## src/shared/cc_flags_pkg.sv

```systemverilog
// Purpose: Shared constants and types for the condition code flag block
// Assumes: 8-bit core, one clock, flag commands come from the decoder
// Notes: Undefined reset bits are taken as zero
package cc_flags_pkg;

    localparam int CC_W = 8;
    localparam int ADDR_W = 4;

    // Bit positions in the condition code register
    localparam int CC_C_BIT = 0;
    localparam int CC_Z_BIT = 1;
    localparam int CC_N_BIT = 2;
    localparam int CC_I0_BIT = 3;
    localparam int CC_H_BIT = 4;
    localparam int CC_I1_BIT = 5;
    localparam int RESULT_MSB = 7;

    // Reset 111x1xxx with the undefined bits taken as zero
    localparam logic [CC_W-1:0] CC_RESET = 8'he8;
    // Bits 7 and 6 are unused and always read as one
    localparam logic [CC_W-1:0] CC_FIXED_ONES = 8'hc0;

    localparam logic [ADDR_W-1:0] CC_OFFSET = 4'h0;
    localparam logic [CC_W-1:0] UNMAPPED_READ = 8'h00;

    // Priority pair written as {priority_bit_high, priority_bit_low}
    localparam logic [1:0] PRIO_LVL0 = 2'b10;
    localparam logic [1:0] PRIO_LVL1 = 2'b01;
    localparam logic [1:0] PRIO_LVL2 = 2'b00;
    localparam logic [1:0] PRIO_LVL3 = 2'b11;

    localparam logic [1:0] RST_SYNC_INIT = 2'b00;

    typedef enum logic [3:0] {
        OP_NONE   = 4'b0000,
        OP_ADD    = 4'b0001,
        OP_ADC    = 4'b0010,
        OP_SUB    = 4'b0011,
        OP_LOGIC  = 4'b0100,
        OP_DATA   = 4'b0101,
        OP_SHIFT  = 4'b0110,
        OP_BTJ    = 4'b0111,
        OP_SCF    = 4'b1000,
        OP_RCF    = 4'b1001,
        OP_POP    = 4'b1010,
        OP_BITMOD = 4'b1011,
        OP_PRIO   = 4'b1100
    } flag_op_e;

    typedef enum logic [3:0] {
        COND_NONE = 4'b0000,
        COND_H    = 4'b0001,
        COND_NH   = 4'b0010,
        COND_MI   = 4'b0011,
        COND_PL   = 4'b0100,
        COND_EQ   = 4'b0101,
        COND_NE   = 4'b0110,
        COND_C    = 4'b0111,
        COND_NC   = 4'b1000,
        COND_BSET = 4'b1001,
        COND_BCLR = 4'b1010
    } cond_e;

    typedef struct packed {
        flag_op_e op;
        logic [CC_W-1:0] result;
        logic carry3;
        logic carry7;
        logic [2:0] bit_sel;
        logic bit_val;
        logic [1:0] prio;
    } flag_upd_s;

    typedef struct packed {
        logic valid;
        cond_e cond;
        logic [2:0] bit_sel;
    } branch_req_s;

    typedef struct packed {
        logic [ADDR_W-1:0] addr;
        logic [CC_W-1:0] wdata;
        logic wr;
        logic rd;
    } bus_req_s;

endpackage

```

## src/rtl/cc_branch_eval.sv

```systemverilog
// Purpose: Branch condition evaluation from the condition code register
// Assumes: Purely combinational, registered by the caller
// Notes: Bit tests cover every bit of the register
`timescale 1ns/1ps
module cc_branch_eval
    import cc_flags_pkg::*;
(
    input wire logic [CC_W-1:0] cc_i,
    input wire branch_req_s req_i,
    output logic taken_o
);

    function automatic logic cond_true(input logic [CC_W-1:0] cc, input cond_e c,
                                       input logic [2:0] sel);
        case (c)
            COND_H: cond_true = cc[CC_H_BIT];
            COND_NH: cond_true = ~cc[CC_H_BIT];
            COND_MI: cond_true = cc[CC_N_BIT];
            COND_PL: cond_true = ~cc[CC_N_BIT];
            COND_EQ: cond_true = cc[CC_Z_BIT];
            COND_NE: cond_true = ~cc[CC_Z_BIT];
            COND_C: cond_true = cc[CC_C_BIT];
            COND_NC: cond_true = ~cc[CC_C_BIT];
            COND_BSET: cond_true = cc[sel];
            COND_BCLR: cond_true = ~cc[sel];
            default: cond_true = 1'b0;
        endcase
    endfunction

    always_comb
    begin
        taken_o = req_i.valid & cond_true(cc_i, req_i.cond, req_i.bit_sel);
    end

endmodule // cc_branch_eval

```

## src/rtl/cpu_condition_code_flags.sv

```systemverilog
// Purpose: Condition code register and flag update logic of the core
// Assumes: Decoder presents one flag command per cycle at instruction end
// Notes: Core updates win over a software write in the same cycle
//
// Function
// - 8-bit register holding priority bits and four flags, reset 111x1xxx.
// - Whole register can be pushed to and popped from the stack.
// - Every bit can be tested or modified by dedicated instructions; bits 7 and 6 stay at one whatever is written.
// - Add and add-with-carry set half carry on carry from bit 3.
// - Same instructions clear half carry otherwise; others leave it unchanged.
// - Half carry drives branch-if-half-carry and branch-if-no-half-carry.
// - Arithmetic, logic and data operations copy result bit 7 into negative.
// - Negative drives branch-if-minus and branch-if-plus.
// - Zero flag set when result is zero, cleared otherwise; used by branches.
// - Carry records arithmetic overflow, set/reset, bit test, shift and rotate.
// - Bits 5 and 3 encode priority: 10 lvl0, 01 lvl1, 00 lvl2, 11 lvl3.
//
// The placing of the registers and the strobed register port were chosen for this implementation.
`timescale 1ns/1ps
module cpu_condition_code_flags
    import cc_flags_pkg::*;
(
    input wire logic mclk_i,
    input wire logic rst_n_i,
    input wire logic upd_valid_i,
    input wire flag_upd_s upd_i,
    input wire branch_req_s branch_i,
    input wire bus_req_s bus_i,
    output logic [CC_W-1:0] rdata_o,
    output logic [CC_W-1:0] cc_o,
    output logic branch_taken_o,
    output logic branch_valid_o,
    output logic [1:0] prio_level_o,
    output logic irq_disable_o
);

    typedef struct packed {
        logic [CC_W-1:0] cc;
        logic [CC_W-1:0] rdata;
        logic taken;
        logic taken_vld;
        logic [1:0] level;
        logic irq_dis;
    } state_s;

    localparam state_s STATE_RESET = '{
        cc: CC_RESET,
        rdata: 8'h00,
        taken: 1'b0,
        taken_vld: 1'b0,
        level: 2'h3,
        irq_dis: 1'b1
    };

    logic [1:0] rst_sync_r;
    logic rst_n;
    state_s state_r;
    state_s state_nxt;
    logic taken_comb;

    // Release of the asynchronous reset is synchronised to the core clock
    always_ff @(posedge mclk_i or negedge rst_n_i)
    begin
        if (!rst_n_i)
        begin
            rst_sync_r <= RST_SYNC_INIT;
        end
        else
        begin
            rst_sync_r <= {rst_sync_r[0], 1'b1};
        end
    end

    assign rst_n = rst_sync_r[1];

    // Decode the priority pair into a level number
    function automatic logic [1:0] prio_to_level(
        input logic [1:0] pair
    );
        case (pair)
            PRIO_LVL0:
            begin
                prio_to_level = 2'h0;
            end
            PRIO_LVL1:
            begin
                prio_to_level = 2'h1;
            end
            PRIO_LVL2:
            begin
                prio_to_level = 2'h2;
            end
            default:
            begin
                prio_to_level = 2'h3;
            end
        endcase
    endfunction

    // Only the top level masks interrupts
    function automatic logic level_disables(
        input logic [1:0] level
    );
        return (level == 2'h3);
    endfunction

    // The register answers at one address only
    function automatic logic cc_selected(
        input logic [ADDR_W-1:0] addr
    );
        return (addr == CC_OFFSET);
    endfunction

    // One-hot mask of a single register bit
    function automatic logic [CC_W-1:0] bit_mask(
        input logic [2:0] sel
    );
        case (sel)
            3'h0: bit_mask = 8'h01;
            3'h1: bit_mask = 8'h02;
            3'h2: bit_mask = 8'h04;
            3'h3: bit_mask = 8'h08;
            3'h4: bit_mask = 8'h10;
            3'h5: bit_mask = 8'h20;
            3'h6: bit_mask = 8'h40;
            3'h7: bit_mask = 8'h80;
            default: bit_mask = 8'h00;
        endcase
    endfunction

    // Bits 7 and 6 have no storage, so they read as one whatever was loaded
    function automatic logic [CC_W-1:0] fixed_bits(
        input logic [CC_W-1:0] cc
    );
        return cc | CC_FIXED_ONES;
    endfunction

    // Sign and zero follow the result of every arithmetic, logic and data operation
    function automatic logic [CC_W-1:0] result_flags(
        input logic [CC_W-1:0] cc,
        input logic [CC_W-1:0] result
    );
        logic [CC_W-1:0] flags;
        flags = cc;
        flags[CC_N_BIT] = result[RESULT_MSB];
        flags[CC_Z_BIT] = (result == 8'h00);
        return flags;
    endfunction

    // Carry takes the carry or borrow out, the shifted-out bit or the tested bit
    function automatic logic [CC_W-1:0] carry_flag(
        input logic [CC_W-1:0] cc,
        input logic carry
    );
        logic [CC_W-1:0] flags;
        flags = cc;
        flags[CC_C_BIT] = carry;
        return flags;
    endfunction

    // One flag command applied on top of the register value
    function automatic logic [CC_W-1:0] apply_update(
        input logic [CC_W-1:0] cc_in,
        input flag_upd_s upd
    );
        logic [CC_W-1:0] cc;
        cc = cc_in;
        case (upd.op)
            OP_ADD, OP_ADC:
            begin
                cc[CC_H_BIT] = upd.carry3;
                cc = result_flags(cc, upd.result);
                cc = carry_flag(cc, upd.carry7);
            end
            OP_SUB:
            begin
                // Half carry is left alone on a subtract
                cc = result_flags(cc, upd.result);
                cc = carry_flag(cc, upd.carry7);
            end
            OP_LOGIC, OP_DATA:
            begin
                cc = result_flags(cc, upd.result);
            end
            OP_SHIFT:
            begin
                cc = result_flags(cc, upd.result);
                cc = carry_flag(cc, upd.carry7);
            end
            OP_BTJ:
            begin
                cc = carry_flag(cc, upd.carry7);
            end
            OP_SCF:
            begin
                cc = carry_flag(cc, 1'b1);
            end
            OP_RCF:
            begin
                cc = carry_flag(cc, 1'b0);
            end
            OP_POP:
            begin
                // Whole register comes back from the stack
                cc = upd.result;
            end
            OP_BITMOD:
            begin
                if (upd.bit_val)
                begin
                    cc = cc | bit_mask(upd.bit_sel);
                end
                else
                begin
                    cc = cc & ~bit_mask(upd.bit_sel);
                end
            end
            OP_PRIO:
            begin
                cc[CC_I1_BIT] = upd.prio[1];
                cc[CC_I0_BIT] = upd.prio[0];
            end
            default:
            begin
                // Unknown commands leave every flag as it was
                cc = cc_in;
            end
        endcase
        return cc;
    endfunction

    // Branch sees the register as it stands, i.e. after the previous update
    cc_branch_eval u_branch_eval (
        .cc_i(state_r.cc),
        .req_i(branch_i),
        .taken_o(taken_comb)
    );

    always_comb
    begin
        logic [CC_W-1:0] cc;
        logic [1:0] level;
        cc = state_r.cc;
        level = 2'h3;
        state_nxt = state_r;

        // Software write first so a same-cycle core update overrides it
        if (bus_i.wr && cc_selected(bus_i.addr))
        begin
            cc = bus_i.wdata;
        end

        if (upd_valid_i)
        begin
            cc = apply_update(cc, upd_i);
        end

        // Unused top bits stay at one whatever is written or popped
        cc = fixed_bits(cc);
        state_nxt.cc = cc;

        // Level comes from the next value so it never lags the register
        level = prio_to_level({cc[CC_I1_BIT], cc[CC_I0_BIT]});
        state_nxt.level = level;
        state_nxt.irq_dis = level_disables(level);

        // Read data stand for one cycle only and are zero otherwise
        if (bus_i.rd)
        begin
            if (cc_selected(bus_i.addr))
            begin
                state_nxt.rdata = state_r.cc;
            end
            else
            begin
                state_nxt.rdata = UNMAPPED_READ;
            end
        end
        else
        begin
            state_nxt.rdata = 8'h00;
        end

        // Branch answer is registered, so it stands for one cycle after the request
        if (branch_i.valid)
        begin
            state_nxt.taken = taken_comb;
        end
        else
        begin
            state_nxt.taken = 1'b0;
        end
        state_nxt.taken_vld = branch_i.valid;
    end

    always_ff @(posedge mclk_i or negedge rst_n)
    begin
        if (!rst_n)
        begin
            state_r <= STATE_RESET;
        end
        else
        begin
            state_r <= state_nxt;
        end
    end

    assign rdata_o = state_r.rdata;
    assign cc_o = state_r.cc;
    assign branch_taken_o = state_r.taken;
    assign branch_valid_o = state_r.taken_vld;
    assign prio_level_o = state_r.level;
    assign irq_disable_o = state_r.irq_dis;

endmodule // cpu_condition_code_flags

```

## config.mk

```make
export PLATFORM = sky130hd
export DESIGN_NAME = cpu_condition_code_flags
export DESIGN_NICKNAME = d
export VERILOG_FILES = /design/src/shared/cc_flags_pkg.sv /design/src/rtl/cc_branch_eval.sv /design/src/rtl/cpu_condition_code_flags.sv
export SDC_FILE = /design/constraint.sdc
export NUM_CORES = 1
export LEC_CHECK = 0
export CAP_MARGIN = 25
export CORE_ASPECT_RATIO = 1.25
export CORE_MARGIN = 2
export CORE_UTILIZATION = 60
export DETAILED_ROUTE_END_ITERATION = 10
export DONT_BUFFER_PORTS = 1
export GPL_ROUTABILITY_DRIVEN = 0
export HOLD_SLACK_MARGIN = 0.05
export PLACE_DENSITY = 0.74
export RECOVER_POWER = 100
export SLEW_MARGIN = 15
export SYNTH_ARGS = -nofsm -noshare
export SYNTH_HDL_FRONTEND = slang
export SYNTH_HIERARCHICAL = 1
export SYNTH_SLANG_ARGS = --single-unit
export TNS_END_PERCENT = 5
```

## constraint.sdc

```tcl
create_clock -name mclk_i -period 1.28 [get_ports mclk_i]
set_input_delay 0.256 -clock mclk_i [delete_from_list [all_inputs] [get_ports mclk_i]]
set_output_delay 0.256 -clock mclk_i [all_outputs]
set_load 0.05 [all_outputs]
```

* Word level (Yosys, flattened, before mapping)
Memory sizes are Yosys's and may differ from the RTL's. Cells that the tools add are included.
Word-level totals: register bits after elaboration 21, bits in read-only memories 128, bits of input ports 45, output and inout port bits 21, logic and storage cells 71, memories 2
Memory list:
- (no name shown) | words 8, bits a word 8, read ports 1, clocked after Yosys merged registers in 0, write ports 0, line cpu_condition_code_flags.sv:118 | case (sel)
- (no name shown) | words 8, bits a word 8, read ports 1, clocked after Yosys merged registers in 0, write ports 0, line cpu_condition_code_flags.sv:118
Operators by class: $lt $le $gt $ge 1, equal/unequal tests 25, multiplexer cells 20, bitwise logic cells 9, reduce and logical (&&, ||, !) cells 7
Operators by type and width (count):
- 2-to-1 mux 6 bit | 9
- equality test 4 x 3 -> 1 bit, second input constant | 8
- equality test 4 bit, second input constant | 8
- one-hot mux 3 bit (7 select lines) | 1
- equality test 4 x 2 -> 1 bit, second input constant | 4
- 2-to-1 mux 8 bit | 2
- one-hot mux 1 bit (10 select lines) | 1
- one-hot mux 1 bit (3 select lines) | 3
- equality test 4 x 1 -> 1 bit, second input constant | 2
- logical NOT 8 bit | 1
- bitwise AND 6 bit | 1
- inverter 6 bit | 1
- OR 6 bit | 1
- one-hot mux 2 bit (3 select lines) | 1
- inverter 1 bit | 5
- equality test 2 bit, second input constant | 2
- logical NOT 4 bit | 1
- less-than comparator 3 x 4 -> 1 bit, second input constant | 1
- OR reduction 2 bit | 2
- OR reduction 4 bit | 1
- binary-select mux 1 bit (select 3 bit) | 1
- equality test 2 x 1 -> 1 bit, second input constant | 1
- logical NOT 2 bit | 1
- 2-to-1 mux 1 bit | 2
- other kinds (2) | 2

* Logic depth before layout (Yosys ltp)
An unclocked memory read counts as a cell.
word-level depth 12, mapped depth 8

* By module
Netlist, hierarchy kept.
Modules (own cells, without submodules):
- cpu_condition_code_flags | times used 1, cells an instance 123, area each 1182.4 µm², seq. area each 480.5 µm²
- cc_branch_eval | times used 1, cells an instance 21, area each 172.7 µm², seq. area each 0.0 µm²

* Least setup slack after synthesis
OpenSTA, ideal clock, no wires.
path type flip-flop to flip-flop, start register state_r, in the netlist cc_o[1], end register state_r, in the netlist branch_taken_o, arrival time 1.807 ns, data required time 1.214 ns, path slack -0.593 ns, cell stages (with the launch flop) 6, buffers on the path 0, path through dfrtp_1 -> mux4_1 -> mux2i_1 -> mux2_1 -> o21ai_1 -> and2_1
RTL lines:
- from (decl) | line cpu_condition_code_flags.sv:57 | state_s state_r;
- from (signal assigned) | line cpu_condition_code_flags.sv:304 | state_r <= state_nxt;

==> results.py <==
metrics = {
    "run_status": {
        "outcome": "complete, but fails checks",
        "violations": "setup timing",
    },
    "yosys": {
        "muxShareOfSynthArea_pct": 10.6,
        "yosysWarningCount": 6,
        "ys_top_cells_by_area": "dfrtp_1 28%, dfstp_2 7.8%, mux2i_1 5.9%",
        "synth.most_common_cell": "dfrtp_1",
        "synth_cells": 144,
        "ys_types": 50,
        "netlist_area_um2": 1360,
        "synth_seq_cells": 19,
        "ys.flop_type": "dfrtp_1",
        "synthAdderAreaFrac_pct": 0.923,
        "synthTopCellsByCount": "15 x dfrtp_1, 13 x nand2_1, 10 x a21oi_1",
        "synth_enable_flop_cells": 0,
        "synth_top_area_share_pct": 27.7,
        "synth_top_family_by_area": "simple AND/OR/NAND/NOR gates",
        "syn_area_per_cell_um2": 9.41,
        "ys_seq_area_share_pct": 35.5,
        "synth_top_area_cell": "dfrtp_1",
        "synth-xor-area-share_pct": 1.29,
        "async_flop_share_pct": 100,
        "synth_compound_area_share_pct": 17.7,
        "synth_simple_gate_area_share_pct": 28.9,
    },
    "global_routing": {
        "grt_pass1_vias": 1169,
        "antenna_found_initial": 0,
        "grt_pass1_wl_um": 4860,
        "grt_start_max_net_pins": 18,
        "track_usage_pct": 24.5,
        "grt_overflow": 0,
    },
    "detailed_routing": {
        "drc_errors": 0,
        "via_per_inst": 6.08,
        "num_vias": 1162,
        "first_pass_iters": 4,
        "wl_um": 2920,
        "ant_nets": 0,
        "dr.first_iter.drc_count": 32,
        "routedWlPerCell_um": 15.3,
    },
    "sta": {
        "rsz0062_at_grt": "true",
        "clock.fmax_mhz": 606,
        "tns_ps": -1470,
        "skew_ps": 2.80,
        "finalHoldViolCount": 0,
        "setup_viol": 9,
        "timing.slew.headroom_pct": 41.4,
        "fin_crit_ps": 1650,
        "slew_violations": 0,
        "setup_ws_ps": -370,
        "min_period_over_period_pct": 129,
        "tightest_slew_ps": 880,
    },
    "clock_network": {
        "cts_buffer_depth": 2,
        "cts_max_level": 1,
        "cts.sink_count": 19,
        "root_buffer": "clkbuf_4",
        "clkTransAtPathRegs_ps": 90,
        "post_cts_buffers": 0,
        "cts_tree": "done",
        "clk_latency_ps": 300,
        "cts_buffers": 3,
    },
    "place": {
        "postPlaceCellArea_um2": 1460,
        "dp_hpwl_um": 2390,
        "io_buffers": 0,
    },
    "floorplan": {
        "row_count": 19,
        "fp.dieH_um": 57.1,
        "dieArea_um2": 2660,
        "start_util_pct": 62.6,
        "design.core.area_um2": 2160,
        "die_width_um": 46.5,
        "io-pin-count": 66,
    },
    "critical_path": {
        "crit_end": "branch_taken_o",
        "arrival_ps": 1890,
        "ff2ff_setup_slack_ps": -370,
        "rr_endpoint": "branch_taken_o",
        "critPathLaunchType": "flip-flop",
        "rr_worst_depth": 5,
        "cp-startpoint": "cc_o[2]",
        "crit_type": "flip-flop to flip-flop",
        "critPathCaptureType": "flip-flop",
        "path_max_fanout": 2,
        "cp.required_ps": 1520,
        "r2r-start": "cc_o[2]",
    },
    "finish": {
        "antennaDiodeCount": 0,
        "finalNetCount": 207,
        "fill_cells": 177,
        "drive_gt1_share_pct": 25.6,
        "final_cell_area_um2": 1500,
        "syn_to_final_growth_pct": 10.4,
    },
    "power": {
        "p_int_uw": 962,
        "clkPwrFrac_pct": 19.2,
        "p_leak_uw": 0.000671,
        "swShare_pct": 36.3,
        "power_uw": 1510,
        "p_seq_share_pct": 49.7,
        "comb_power_share_pct": 31.1,
        "power_density_nw_per_um2": 1010,
        "power_switching_uw": 548,
        "peakVddDrop_uv": 617,
    },
    "worst_hold_path": {
        "hp-class": "input port to flip-flop",
    },
    "job": {
        "drv_cap": 0,
    },
}
==> cells in the final DEF, fill, tap and decap left out, types with 3 or more instances in the layout <==
master	netlist	routed
nand2_1	13	13
dfrtp_1	15	11
a21oi_1	10	10
nor2_1	9	9
nor2b_1	8	8
mux2i_1	8	8
and3_2	7	7
buf_4	4	7
nand2b_1	6	6
o22ai_1	6	5
conb_1	1	5
clkbuf_4	0	5
dfrtp_2	0	4
dfstp_2	4	4
clkbuf_2	0	4
a31oi_1	3	3
clkbuf_1	3	3
==> metal layers <==
layer | GRT usage [%] | up-vias | part of all wire [%]
met1 | 25.6 | 541 | 34
met5 | 0 | - | 0
met4 | 10.6 | 0 | 2.3
li1 | - | 558 | -
met3 | 5.38 | 7 | 9.0
met2 | 44.2 | 56 | 55
==> worst max-delay path, stage by stage, from the launching register on <==
cell and delay [ps]:
dfrtp_2 410, mux4_2 450, mux2i_1 170, mux2_1 330, o21ai_1 100, and2_1 120
==> registers in the layout (all words and copies together), names as in the netlist <==
signal,count
rst_sync_r,2
prio_level_o,1
branch_taken_o,1
cc_o,6
irq_disable_o,1
branch_valid_o,1
rdata_o,7
==> stage by stage <==
stage / setup slack [ps] / hold slack [ps] / util, % / instances
final: -370 / 85.7 / 69.2 / 191
after global routing: -472 / 78.3 / 69.2 / 191
after CTS: -361 / 83.5 / 70.8 / 191
after detailed placement: -341 / -39.5 / 67.6 / 185
after global placement: -321 / -39.5 / 67.6 / 185
after floorplan: -448 / -39.6 / - / 148
==> logic make-up (layout without fill, tap and decap cells) <==
kind of cell    count (synthesis)  in the layout
flops                          19             19
other cells                     1              5
compound gates                 36             36
simple gates                   63             63
fa+ha+maj                       1              1
xor+xnor                        2              2
mux                            11             11
buf+inv                        11             23
==> worst min-delay path by stage <==
stage	end	start	cells after the start	slack, ps
after floorplan	rst_sync_r[0]	rst_n_i	0	-40
after global placement	rst_sync_r[1]	rst_n_i	0	-40
after detailed placement	rst_sync_r[1]	rst_n_i	0	-40
after CTS	branch_taken_o	branch_i[7]	1	80
after global routing	branch_taken_o	branch_i[7]	1	80
final	branch_taken_o	branch_i[7]	1	90
==> power groups by stage <==
stage,Clock [uW],Sequential [uW],Combinational (uW)
finish,290,750,469
global route,327,755,508
CTS,298,757,505
detailed placement,0,763,476
global placement,0,760,469
floorplan,0,895,259
==> area by class of cell <==
class                           instances  area (um2)  area share [%]
Multi-Input combinational cell        118         823            55.0
Timing Repair Buffer                   17         115            7.69
Sequential cell                        19         485            32.4
Inverter                                2        7.51           0.502
Clock buffer                            4        26.3            1.76
Tap cell                               31        38.8            2.59
==> what timing repair did <==
action | CTS | global route
gates resized for setup | 6 | 1
endpoints found under the setup margin | 8 | 8
hold endpoints to repair | 3 | 0
hold buffers | 2 | 0
Power figures use the tool's default switching activity.
